### src/cpu_bus_pkg.sv
// Purpose: Shared constants and types for the multiplexed CPU bus block
// Assumes: APB register access, 32-bit data, byte addresses below 256
// Notes:   Opcode values are fixed encodings of the control and escape instructions
package cpu_bus_pkg;

	// Register byte offsets
	localparam logic [7:0] OFS_CTRL      = 8'h00;
	localparam logic [7:0] OFS_PC        = 8'h04;
	localparam logic [7:0] OFS_COUNT     = 8'h08;
	localparam logic [7:0] OFS_FLAGS     = 8'h0C;
	localparam logic [7:0] OFS_STATUS    = 8'h10;
	localparam logic [7:0] OFS_XFER_ADDR = 8'h14;
	localparam logic [7:0] OFS_XFER_CMD  = 8'h18;
	localparam logic [7:0] OFS_XFER_DATA = 8'h1C;
	localparam logic [7:0] OFS_LAST_OP   = 8'h20;

	// Field positions
	localparam int FLAG_CARRY = 0;
	localparam int FLAG_DIR   = 1;
	localparam int FLAG_IE    = 2;
	localparam int CMD_WRITE  = 8;
	localparam int CMD_IO     = 9;

	// Reset values
	localparam logic [19:0] PC_RESET    = 20'h00000;
	localparam logic [15:0] COUNT_RESET = 16'h0000;

	// Opcodes
	localparam logic [7:0] OP_CARRY_CLEAR  = 8'hF8;
	localparam logic [7:0] OP_CARRY_SET    = 8'hF9;
	localparam logic [7:0] OP_CARRY_INVERT = 8'hF5;
	localparam logic [7:0] OP_INT_CLEAR    = 8'hFA;
	localparam logic [7:0] OP_INT_SET      = 8'hFB;
	localparam logic [7:0] OP_DIR_CLEAR    = 8'hFC;
	localparam logic [7:0] OP_DIR_SET      = 8'hFD;
	localparam logic [7:0] OP_HALT         = 8'hF4;
	localparam logic [7:0] OP_WAIT         = 8'h9B;
	localparam logic [7:0] OP_LOCK         = 8'hF0;
	localparam logic [7:0] OP_REPEAT       = 8'hF3;
	localparam logic [7:0] OP_NOP          = 8'h90;
	localparam logic [4:0] OP_COPROC_HIGH  = 5'h1B;
	localparam logic [2:0] LEN_MAX         = 3'd7;

	// Cycle-type status codes
	localparam logic [2:0] CS_IO_RD   = 3'h1;
	localparam logic [2:0] CS_IO_WR   = 3'h2;
	localparam logic [2:0] CS_HALT    = 3'h3;
	localparam logic [2:0] CS_FETCH   = 3'h4;
	localparam logic [2:0] CS_MEM_RD  = 3'h5;
	localparam logic [2:0] CS_MEM_WR  = 3'h6;
	localparam logic [2:0] CS_PASSIVE = 3'h7;

	typedef enum {S_IDLE, S_XFER, S_FETCH, S_OPERAND, S_EXEC,
		S_HALT, S_WAIT} seq_state_t;
	typedef enum {B_IDLE, B_T1, B_T2, B_T3, B_T4} bus_state_t;

	typedef struct packed {
		logic [7:0] muxed_addr_data_low;
		logic       muxed_oe;
		logic [7:0] addr_mid_byte;
		logic [3:0] addr_high_status;
		logic       ale;
		logic       rd_n;
		logic       wr_n;
		logic       io_m;
		logic [2:0] cycle_status;
		logic       lock_n;
	} bus_pins_t;

endpackage

### src/cpu_bus_interface.sv
// Purpose: CPU core sequencer with a multiplexed 8-bit external bus
// Assumes: pclk 50 MHz, presetn asynchronous active low, APB slave
// Notes:   Bus inputs from pins pass two flip-flops before use
`timescale 1ns/1ps
`default_nettype none

// Behaviour
// RULE1: Low eight lines carry address, then data
// RULE2: Address strobe marks address on shared lines
// RULE3: Address bits 8-15 held whole cycle
// RULE4: Top four lines: address, then status
// RULE5: Read or write strobe plus I/O select
// RULE6: Cycle-type status given at cycle start
// RULE7: Instructions one to seven bytes long
// RULE8: Instructions start at any byte address
// RULE9: Repeat count taken from count register
// RULE10: Carry, direction, interrupt flag instructions
// RULE11: Halt until interrupt or reset; code leaves halt on intr_pin only while int_en is set
// RULE12: Wait until test pin active
// RULE13: Lock bus during following instruction
// RULE14: Escape hands operation to external processor
// RULE15: External latch captures address, inverting option
// RULE16: External decoder may split command strobes
// RULE17: Latch transparent while strobe high
module cpu_bus_interface
	import cpu_bus_pkg::*;
(
	input  wire logic        pclk,
	input  wire logic        presetn,
	input  wire logic        psel,
	input  wire logic        penable,
	input  wire logic        pwrite,
	input  wire logic [7:0]  paddr,
	input  wire logic [31:0] pwdata,
	output logic      [31:0] prdata,
	output logic             pready,
	output logic             pslverr,
	input  wire logic [7:0]  muxed_in,
	input  wire logic        ready_pin,
	input  wire logic        test_n_pin,
	input  wire logic        intr_pin,
	output bus_pins_t        pins,
	output logic             coproc_strobe,
	output logic      [15:0] coproc_bytes
);

	function automatic logic is_coproc(input logic [7:0] op);
		return op[7:3] == OP_COPROC_HIGH;
	endfunction

	function automatic logic is_control(input logic [7:0] op);
		return op == OP_CARRY_CLEAR || op == OP_CARRY_SET ||
			op == OP_CARRY_INVERT || op == OP_INT_CLEAR ||
			op == OP_INT_SET || op == OP_DIR_CLEAR ||
			op == OP_DIR_SET || op == OP_HALT || op == OP_WAIT ||
			op == OP_LOCK || op == OP_REPEAT || op == OP_NOP;
	endfunction

	// Total length: control ops 1, escape 2, others from low bits
	function automatic logic [2:0] insn_len(input logic [7:0] op);
		if (is_control(op))
			return 3'd1;
		if (is_coproc(op))
			return 3'd2;
		return (op[2:0] == LEN_MAX) ? LEN_MAX : op[2:0] + 3'd1;
	endfunction

	seq_state_t  state;
	bus_state_t  bstate;
	logic [10:0] sync1;
	logic [10:0] sync2;
	logic [7:0]  data_s;
	logic        ready_s;
	logic        test_n_s;
	logic        intr_s;
	logic        run;
	logic [19:0] pc;
	logic [15:0] count;
	logic        carry;
	logic        dir;
	logic        int_en;
	logic [7:0]  opcode;
	logic [7:0]  operand;
	logic [2:0]  remain;
	logic        lock_arm;
	logic        rep_arm;
	logic [19:0] xfer_addr;
	logic [7:0]  xfer_wdata;
	logic [2:0]  xfer_cs;
	logic        xfer_pend;
	logic [7:0]  xfer_rdata;
	logic        bus_done;
	logic [7:0]  bus_rdata;
	logic [2:0]  cur_cs;
	logic [7:0]  cur_wdata;
	logic        req;
	logic [2:0]  req_cs;
	logic [19:0] req_addr;
	logic        wr_en;
	logic        mapped;
	logic [31:0] rd_mux;
	logic        rep_loop;
	logic        exec_end;

	assign data_s   = sync2[7:0];
	assign ready_s  = sync2[8];
	assign test_n_s = sync2[9];
	assign intr_s   = sync2[10];

	// Pin synchronisers
	always_ff @(posedge pclk or negedge presetn) begin
		if (!presetn) begin
			sync1 <= 11'h200;
			sync2 <= 11'h200;
		end else begin
			sync1 <= {intr_pin, test_n_pin, ready_pin, muxed_in};
			sync2 <= sync1;
		end
	end

	// Bus request from the sequencer
	always_comb begin
		req      = 1'b0;
		req_cs   = CS_FETCH;
		req_addr = pc;
		if (bstate == B_IDLE && !bus_done) begin
			if (state == S_FETCH || state == S_OPERAND) begin
				req = 1'b1;
			end else if (state == S_XFER) begin
				req      = 1'b1;
				req_cs   = xfer_cs;
				req_addr = xfer_addr;
			end
		end
	end

	assign rep_loop = rep_arm && !is_control(opcode) && !is_coproc(opcode)
		&& count != 16'h0000; // RULE9
	assign exec_end = state == S_EXEC && opcode != OP_LOCK &&
		opcode != OP_REPEAT && !rep_loop;

	// Instruction sequencer
	always_ff @(posedge pclk or negedge presetn) begin
		if (!presetn) begin
			state    <= S_IDLE;
			opcode   <= OP_NOP;
			operand  <= 8'h00;
			remain   <= 3'd0;
			lock_arm <= 1'b0;
			rep_arm  <= 1'b0;
		end else begin
			case (state)
			S_IDLE: begin
				if (xfer_pend)
					state <= S_XFER;
				else if (run)
					state <= S_FETCH;
			end
			S_XFER: begin
				if (bus_done)
					state <= S_IDLE;
			end
			S_FETCH: begin
				if (bus_done) begin
					opcode <= bus_rdata;
					remain <= insn_len(bus_rdata) - 3'd1; // RULE7
					if (insn_len(bus_rdata) == 3'd1)
						state <= S_EXEC;
					else
						state <= S_OPERAND;
				end
			end
			S_OPERAND: begin
				if (bus_done) begin
					if (remain == insn_len(opcode) - 3'd1)
						operand <= bus_rdata;
					remain <= remain - 3'd1;
					if (remain == 3'd1)
						state <= S_EXEC;
				end
			end
			S_EXEC: begin
				if (opcode == OP_LOCK) begin
					lock_arm <= 1'b1; // RULE13
					state    <= S_FETCH;
				end else if (opcode == OP_REPEAT) begin
					rep_arm <= 1'b1;
					state   <= S_FETCH;
				end else if (!rep_loop) begin
					rep_arm  <= 1'b0;
					lock_arm <= 1'b0; // RULE13
					if (opcode == OP_HALT)
						state <= S_HALT;
					else if (opcode == OP_WAIT)
						state <= S_WAIT;
					else
						state <= S_IDLE;
				end
			end
			S_HALT: begin
				if (intr_s && int_en)
					state <= S_IDLE; // RULE11
			end
			S_WAIT: begin
				if (!test_n_s)
					state <= S_IDLE; // RULE12
			end
			default: state <= S_IDLE;
			endcase
		end
	end

	// Program counter advances one byte per fetched byte
	always_ff @(posedge pclk or negedge presetn) begin
		if (!presetn)
			pc <= PC_RESET;
		else if (wr_en && paddr == OFS_PC)
			pc <= pwdata[19:0];
		else if (bus_done && (state == S_FETCH || state == S_OPERAND))
			pc <= pc + 20'd1; // RULE8
	end

	// Flags and count register
	always_ff @(posedge pclk or negedge presetn) begin
		if (!presetn) begin
			carry  <= 1'b0;
			dir    <= 1'b0;
			int_en <= 1'b0;
			count  <= COUNT_RESET;
		end else begin
			if (wr_en && paddr == OFS_FLAGS) begin
				carry  <= pwdata[FLAG_CARRY];
				dir    <= pwdata[FLAG_DIR];
				int_en <= pwdata[FLAG_IE];
			end
			if (wr_en && paddr == OFS_COUNT)
				count <= pwdata[15:0];
			if (state == S_EXEC && rep_loop)
				count <= count - 16'd1; // RULE9
			if (state == S_EXEC) begin
				case (opcode)
				OP_CARRY_SET:    carry  <= 1'b1; // RULE10
				OP_CARRY_CLEAR:  carry  <= 1'b0; // RULE10
				OP_CARRY_INVERT: carry  <= !carry; // RULE10
				OP_DIR_SET:      dir    <= 1'b1; // RULE10
				OP_DIR_CLEAR:    dir    <= 1'b0; // RULE10
				OP_INT_SET:      int_en <= 1'b1; // RULE10
				OP_INT_CLEAR:    int_en <= 1'b0; // RULE10
				default:         carry  <= carry;
				endcase
			end
		end
	end

	// Escape hand-off to the external processor
	always_ff @(posedge pclk or negedge presetn) begin
		if (!presetn) begin
			coproc_strobe <= 1'b0;
			coproc_bytes  <= 16'h0000;
		end else begin
			coproc_strobe <= exec_end && is_coproc(opcode); // RULE14
			if (exec_end && is_coproc(opcode))
				coproc_bytes <= {opcode, operand}; // RULE14
		end
	end

	// External bus cycle engine
	always_ff @(posedge pclk or negedge presetn) begin
		if (!presetn) begin
			bstate    <= B_IDLE;
			bus_done  <= 1'b0;
			bus_rdata <= 8'h00;
			cur_cs    <= CS_PASSIVE;
			cur_wdata <= 8'h00;
			pins      <= '{muxed_addr_data_low: 8'h00, muxed_oe: 1'b0,
				addr_mid_byte: 8'h00, addr_high_status: 4'h0,
				ale: 1'b0, rd_n: 1'b1, wr_n: 1'b1, io_m: 1'b0,
				cycle_status: CS_PASSIVE, lock_n: 1'b1};
		end else begin
			bus_done    <= 1'b0;
			pins.lock_n <= !lock_arm; // RULE13
			case (bstate)
			B_IDLE: begin
				if (req) begin
					bstate    <= B_T1;
					cur_cs    <= req_cs;
					cur_wdata <= xfer_wdata;
					pins.ale  <= 1'b1; // RULE2
					pins.muxed_addr_data_low <= req_addr[7:0]; // RULE1
					pins.muxed_oe         <= 1'b1;
					pins.addr_mid_byte    <= req_addr[15:8]; // RULE3
					pins.addr_high_status <= req_addr[19:16]; // RULE4
					pins.cycle_status     <= req_cs; // RULE6
					pins.io_m <= req_cs == CS_IO_RD || req_cs == CS_IO_WR;
				end else begin
					pins.cycle_status <= (state == S_HALT) ?
						CS_HALT : CS_PASSIVE; // RULE6
				end
			end
			B_T1: begin
				bstate   <= B_T2;
				pins.ale <= 1'b0; // RULE2
				pins.addr_high_status <= {lock_arm, int_en,
					cur_cs == CS_MEM_WR || cur_cs == CS_IO_WR,
					cur_cs == CS_FETCH}; // RULE4
				if (cur_cs == CS_MEM_WR || cur_cs == CS_IO_WR) begin
					pins.muxed_addr_data_low <= cur_wdata; // RULE1
					pins.wr_n <= 1'b0; // RULE5
				end else begin
					pins.muxed_oe <= 1'b0; // RULE1
					pins.rd_n     <= 1'b0; // RULE5
				end
			end
			B_T2: bstate <= B_T3;
			B_T3: begin
				if (ready_s)
					bstate <= B_T4;
			end
			B_T4: begin
				bstate            <= B_IDLE;
				bus_done          <= 1'b1;
				bus_rdata         <= data_s; // RULE1
				pins.rd_n         <= 1'b1;
				pins.wr_n         <= 1'b1;
				pins.muxed_oe     <= 1'b0;
				pins.cycle_status <= CS_PASSIVE;
			end
			default: bstate <= B_IDLE;
			endcase
		end
	end

	// Software control and direct transfer registers
	always_ff @(posedge pclk or negedge presetn) begin
		if (!presetn) begin
			run        <= 1'b0;
			xfer_addr  <= 20'h00000;
			xfer_wdata <= 8'h00;
			xfer_cs    <= CS_MEM_RD;
			xfer_pend  <= 1'b0;
			xfer_rdata <= 8'h00;
		end else begin
			if (state == S_XFER && bus_done) begin
				xfer_pend <= 1'b0;
				if (!(xfer_cs == CS_MEM_WR || xfer_cs == CS_IO_WR))
					xfer_rdata <= bus_rdata;
			end
			if (wr_en && paddr == OFS_CTRL)
				run <= pwdata[0];
			if (wr_en && paddr == OFS_XFER_ADDR)
				xfer_addr <= pwdata[19:0];
			if (wr_en && paddr == OFS_XFER_CMD && !xfer_pend) begin
				xfer_pend  <= 1'b1;
				xfer_wdata <= pwdata[7:0];
				case ({pwdata[CMD_IO], pwdata[CMD_WRITE]})
				2'b00:   xfer_cs <= CS_MEM_RD;
				2'b01:   xfer_cs <= CS_MEM_WR;
				2'b10:   xfer_cs <= CS_IO_RD;
				default: xfer_cs <= CS_IO_WR;
				endcase
			end
		end
	end

	// Register read decode
	always_comb begin
		mapped = 1'b1;
		rd_mux = 32'h00000000;
		case (paddr)
		OFS_CTRL:      rd_mux = {31'h0, run};
		OFS_PC:        rd_mux = {12'h000, pc};
		OFS_COUNT:     rd_mux = {16'h0000, count};
		OFS_FLAGS:     rd_mux = {29'h0, int_en, dir, carry};
		OFS_STATUS:    rd_mux = {26'h0, lock_arm, rep_arm, xfer_pend,
			bstate != B_IDLE, state == S_WAIT, state == S_HALT};
		OFS_XFER_ADDR: rd_mux = {12'h000, xfer_addr};
		OFS_XFER_CMD:  rd_mux = {22'h0, xfer_cs == CS_IO_RD ||
			xfer_cs == CS_IO_WR, xfer_cs == CS_MEM_WR ||
			xfer_cs == CS_IO_WR, xfer_wdata};
		OFS_XFER_DATA: rd_mux = {24'h000000, xfer_rdata};
		OFS_LAST_OP:   rd_mux = {16'h0000, opcode, operand};
		default:       mapped = 1'b0;
		endcase
	end

	assign wr_en = psel && penable && pready && pwrite && !pslverr;

	// APB answer: one access cycle, no wait states
	always_ff @(posedge pclk or negedge presetn) begin
		if (!presetn) begin
			pready  <= 1'b0;
			pslverr <= 1'b0;
			prdata  <= 32'h00000000;
		end else begin
			pready <= psel && !penable;
			if (psel && !penable) begin
				pslverr <= !mapped;
				prdata  <= (pwrite || !mapped) ? 32'h00000000 : rd_mux;
			end else if (!psel) begin
				pslverr <= 1'b0;
				prdata  <= 32'h00000000;
			end
		end
	end

endmodule

`default_nettype wire

### config.mk
export PLATFORM = sky130hd
export DESIGN_NAME = cpu_bus_interface
export DESIGN_NICKNAME = d
export VERILOG_FILES = /design/src/cpu_bus_pkg.sv /design/src/cpu_bus_interface.sv
export SDC_FILE = /design/constraint.sdc
export NUM_CORES = 1
export LEC_CHECK = 0
export BUFFER_PORTS_ARGS = -buffer_cell sky130_fd_sc_hd__clkbuf_2
export CAP_MARGIN = 20
export CORE_UTILIZATION = 30
export CTS_CLUSTER_DIAMETER = 50
export DETAILED_ROUTE_END_ITERATION = 10
export PLACE_DENSITY = 0.59
export SLEW_MARGIN = 30
export SYNTH_ARGS = -nofsm -noshare
export SYNTH_HDL_FRONTEND = slang
export SYNTH_SLANG_ARGS = --single-unit
### constraint.sdc
create_clock -name pclk -period 10 [get_ports pclk]
set_input_delay 1.5 -clock pclk [delete_from_list [all_inputs] [get_ports pclk]]
set_output_delay 1.5 -clock pclk [all_outputs]
set_load 0.05 [all_outputs]
Word-level counts from Yosys, hierarchy flattened
Cells that the tools add are included.
{"block": "classes", "n_reduce_logical": 93, "addsub": 7, "n_mux": 97, "bitwise": 2, "n_eq_ne": 84}
{"op": "two-way mux 32 bit", "count": 16}
{"op": "case mux 32 bit (7 select lines)", "count": 1}
{"op": "equality test 32 x 3 -> 1 bit, second input constant", "count": 6}
{"op": "equality test 8 bit, second input constant", "count": 24}
{"op": "case mux 20 bit (9 select lines)", "count": 1}
{"op": "equality test 32 x 2 -> 1 bit, second input constant", "count": 5}
{"op": "case mux 32 bit (4 select lines)", "count": 1}
{"op": "two-way mux 20 bit", "count": 5}
{"op": "equality test 32 x 4 -> 1 bit, second input constant", "count": 3}
{"op": "zero test 32 bit", "count": 3}
{"op": "two-way mux 3 bit", "count": 24}
{"op": "equality test 32 x 1 -> 1 bit, second input constant", "count": 2}
{"op": "two-way mux 1 bit", "count": 35}
{"op": "equality test 8 x 5 -> 1 bit, second input constant", "count": 4}
{"op": "two-way mux 16 bit", "count": 2}
{"op": "nonzero test 32 bit", "count": 1}
{"op": "logical OR 1 bit", "count": 28}
{"op": "logical AND 1 bit", "count": 24}
{"op": "two-way mux 22 bit", "count": 1}
{"op": "!= test 2 bit, second input constant", "count": 11}
{"op": "adder 20 x 1 -> 20 bit, second input constant", "count": 1}
{"op": "AND reduction 3 bit", "count": 6}
{"op": "equality test 8 x 4 -> 1 bit, second input constant", "count": 2}
{"op": "!= test 8 bit, second input constant", "count": 2}
{"op": "other kinds (36)", "count": 75}
{"block": "word_totals", "out_inout_bits": 80, "register_bits": 287, "input_bits": 56}

Depth between registers and ports, before layout
{"block": "logic_depth", "depth_word": 26, "ltp_mapped": 13}

Worst setup path after synthesis
No wires, ideal clock.
{"block": "synth_path", "path_kind": "in2reg", "from": "input port paddr[1]", "to": "register prdata[16]", "arrival_ns": 3.195, "n_path_buf": 2, "required_ns": 9.926, "stages": 8, "setup_ns": 0.074, "setup_slack_ns": 6.731, "path_cell_list": "or4_4 nor2b_2 buf_4 nor2_1 or3b_1 buf_2 or2_4 o21ai_2"}
{"block": "synth_via", "elab_chain_cells": 7}
{"item": "from (decl)", "line_no": "cpu_bus_interface.sv:33", "text": "input wire logic [7:0] paddr,"}
{"item": "equality test 8 x 3 -> 1 bit, or another cell as far along", "line_no": "cpu_bus_interface.sv:369", "text": "case (paddr)"}
{"item": "OR reduction 9 bit (no source line)"}
{"item": "two-way mux 1 bit", "line_no": "cpu_bus_interface.sv:369"}
{"item": "zero test 1 bit", "line_no": "cpu_bus_interface.sv:398", "text": "prdata <= (pwrite || !mapped) ? 32'h00000000 : rd_mux;"}
{"item": "logical OR 1 bit", "line_no": "cpu_bus_interface.sv:398"}
{"item": "two-way mux 32 bit (*)", "line_no": "cpu_bus_interface.sv:398"}
{"item": "two-way mux 32 bit (*)", "line_no": "cpu_bus_interface.sv:396", "text": "if (psel && !penable) begin"}
{"item": "to (signal assigned)", "line_no": "cpu_bus_interface.sv:398"}
{"item": "to (decl)", "line_no": "cpu_bus_interface.sv:35", "text": "output logic [31:0] prdata,"}
Every way passes the cells marked *; elsewhere a longest branch is shown, timed or not.
A chain may end at the register's enable or synchronous reset.

Final worst setup path
{"block": "layout_path", "from": "input port paddr[4]", "to": "register prdata[18]"}
The elaborated chain is that of the path after synthesis.

==> results by group <==
Timing
  – Setup TNS Final: 0 ns
  – Rel. slew slack: 39.6%
  – Post-route setup slack: ~5.7 ns
  – Period utilisation layout: around 43%
  – Final setup vio count: 0
  – Worst Tran Pin Value: 0.903 ns
  – Unrepaired setup endpoints after global routing: no
  – Min Tclk post-route: 4.26 ns
  – Clock Skews: 0.0153 ns
  – Fin. Hold Viols: 0
  – Slew Viols, Final: 0
  – Fmax: 235 MHz

Global route
  – Gr usage total: 17.5%
  – Initial antenna violation count: 3
  – Largest net degree at the start of global routing: 76
  – Global route overflow: 0
  – Global-route wire length before repair: 48.7 mm
  – Vias in the first global route: between 8000 and 9000

Setup path
  – Worst Setup Path Type: primary input to flip-flop
  – Crit start category: primary input
  – Critical path data arrival time: 4.73 ns
  – Crit path max fanout: 32
  – Reg2reg setup slack: roughly 6 ns
  – Worst EP required: roughly 10 ns
  – Reg2Reg Capture Point: operand[4]
  – Critical R2R Launch: opcode[0]
  – Crit. End Element: flip-flop
  – Reg2Reg Depth: 12

Drt
  – DRC viols: 0
  – WL final: 31.0 mm
  – Final ANT Viol Nets: 0
  – Vias per inst: 5.19
  – Routed wire per std cell: 19.4 µm
  – Drt pass-1 iters: 8
  – DR vias: 8301
  – Detailed Route Iter0 Violations: 645

Power
  – Pleak: roughly 5.7 nW
  – Cell Pwr Density: 247 mW/mm²
  – Overall power: 3.11 mW
  – Maximum vdd drop: 158 µV

Floorplanning
  – I/O pin total: approximately 140
  – Core area: 0.0346 mm²
  – Die W: between 150 and 200 µm
  – Die height: 190 µm
  – Row count: 68
  – Die area: roughly 0.036 mm²
  – Starting Density: 30.6%

Place
  – Global placement routability congestion: slightly below 0.9
  – Worst slack, placed: 5.21 ns
  – Port-buffer cells: 111
  – DPL Wire Length: 22.5 mm

Run status
  – Status: complete, no violations

Finish
  – Core Util, Final: a little over a third
  – Layout net count: 1191
  – Layout area overhead: 18.8%
  – Share of cells above drive strength 1: ~25%

Clock tree
  – CTS H-tree lvls: 1
  – Worst-path clk slew: 0.06 ns
  – Clk buf depth: 3
  – Worst-Skew Late Latency: 0.55 ns
  – # resized after CTS: 0
  – Post-CTS Hold Fix Bufs: 0
  – Setup Fix Bufs, Post-CTS: 0
  – Root buffer cell: clkbuf_16
  – Inserted Clock Buffers: 31
  – TritonCTS clock tree: done
  – Clk sink count: 217

Yosys
  – Cell variety after synth: between 60 and 70
  – Post-synthesis cell area: 0.0106 mm²
  – Gate Count Post-Synth: 1022
  – Largest area contributor in the netlist: dfrtp_1
  – Synth top area cells: dfrtp_1, mux2_2, nand2_1, dfstp_2, o21ai_0
  – #FFs+latches synth: 217
  – EDFF count, synth: 0
  – Synth cell count leaders: dfrtp_1, nand2_1, nor2_1
  – Synth Flop Type: dfrtp_1
  – Avg Cell Area, Syn: roughly 10 µm²
  – Asr flop ratio synth: 100%
  – Yosys top cell area share: ~48%
  – Most frequent cell after synthesis: dfrtp_1
  – Warning count from the yosys run: 0
  – Sequential area share after synthesis: 51.5%

Worst hold path
  – Min-delay src: sync1[2]
  – Worst Hold Depth: 0
  – Worst min path class: flip-flop to flip-flop
  – Hold EP: sync2[2]

Flow run
  – Max-Cap Viols: 0
==> worst max path at each step <==
stage,start,end,cells after the start
finish,paddr[4],prdata[18],7
global route,paddr[4],prdata[17],7
global placement,paddr[4],prdata[16],7
CTS,paddr[4],prdata[18],7
floorplan,paddr[1],prdata[16],8
detailed placement,paddr[4],prdata[18],7
==> layer usage <==
metal / track usage, % / up-vias / part of all wire (%)
met3: 4.22 / 69 / 7.6
met4: 6.17 / 4 / 3.6
met2: 27.5 / 280 / 46
met1: 23.5 / 4111 / 43
met5: 0 / - / 0.077
li1: - / 3837 / -
==> state kept, by name, summed over array words and instances (netlist names), 11 cells and up <==
| name | count |
|---|---|
| pins | 29 |
| sync2 | 11 |
| pc | 20 |
| xfer_addr | 20 |
| coproc_bytes | 16 |
| sync1 | 11 |
| count | 16 |
| prdata | 20 |
==> worst max-delay path, cell delays in order <==
cell and delay, ns:
clkbuf_2 0.48, nor4b_1 0.54, nor2b_2 0.74, nor2_1 0.16
or3b_1 0.74, or2_4 0.42, o21ai_2 0.13
==> report_power, final <==
group	internal, mW	switching [mW]	total (mW)
clock	0.662	0.434	1.10
sequential	1.02	0.177	1.20
combinational	0.280	0.537	0.817
total	1.96	1.15	3.11
==> cells by family after synthesis <==
family | count (synthesis) | synth area share, %
buffers and inverters | 92 | 3.96
AND/OR/NAND/NOR | 329 | 15.0
AO/OA/AOI/OAI | 236 | 14.5
adder cells (fa/ha/maj) | 16 | 1.89
other | 1 | 0.0354
flip-flops | 217 | 51.5
multiplexers | 107 | 11.2
XOR/XNOR | 24 | 1.99
==> metrics by stage <==
step                std cells  cell area (µm²)  hold slack, ns
finish                   1599            12600           0.346
global route             1598            12600           0.356
CTS                      1598            12600           0.349
detailed placement       1541            11500           0.335
global placement         1541            11500           0.333
floorplan                1033            10600           0.331
==> area by class of cell <==
class                   instances  area [µm²]
well taps                     455         569
inverters                      26        97.6
repair buffers                119         633
fillers                      3475       22100
flip-flops and latches        217        5450
multi-input cells             724        4780
clock buffers                  38         842
diodes                          1        2.50
clock inverters                19         204
==> layout by cell type (no fill, tap or decap), types with 13 or more instances in the layout <==
master / n
nand2_1: 119
a21oi_1: 55
o21ai_0: 73
nor3_1: 13
mux2_2: 78
inv_1: 26
ha_1: 16
mux2i_1: 28
xor2_1: 14
nor2_1: 90
nand3_1: 19
dfrtp_1: 202
clkbuf_16: 31
dfstp_2: 15
a222oi_1: 13
clkbuf_2: 110
Power figures use the tool's default switching activity.
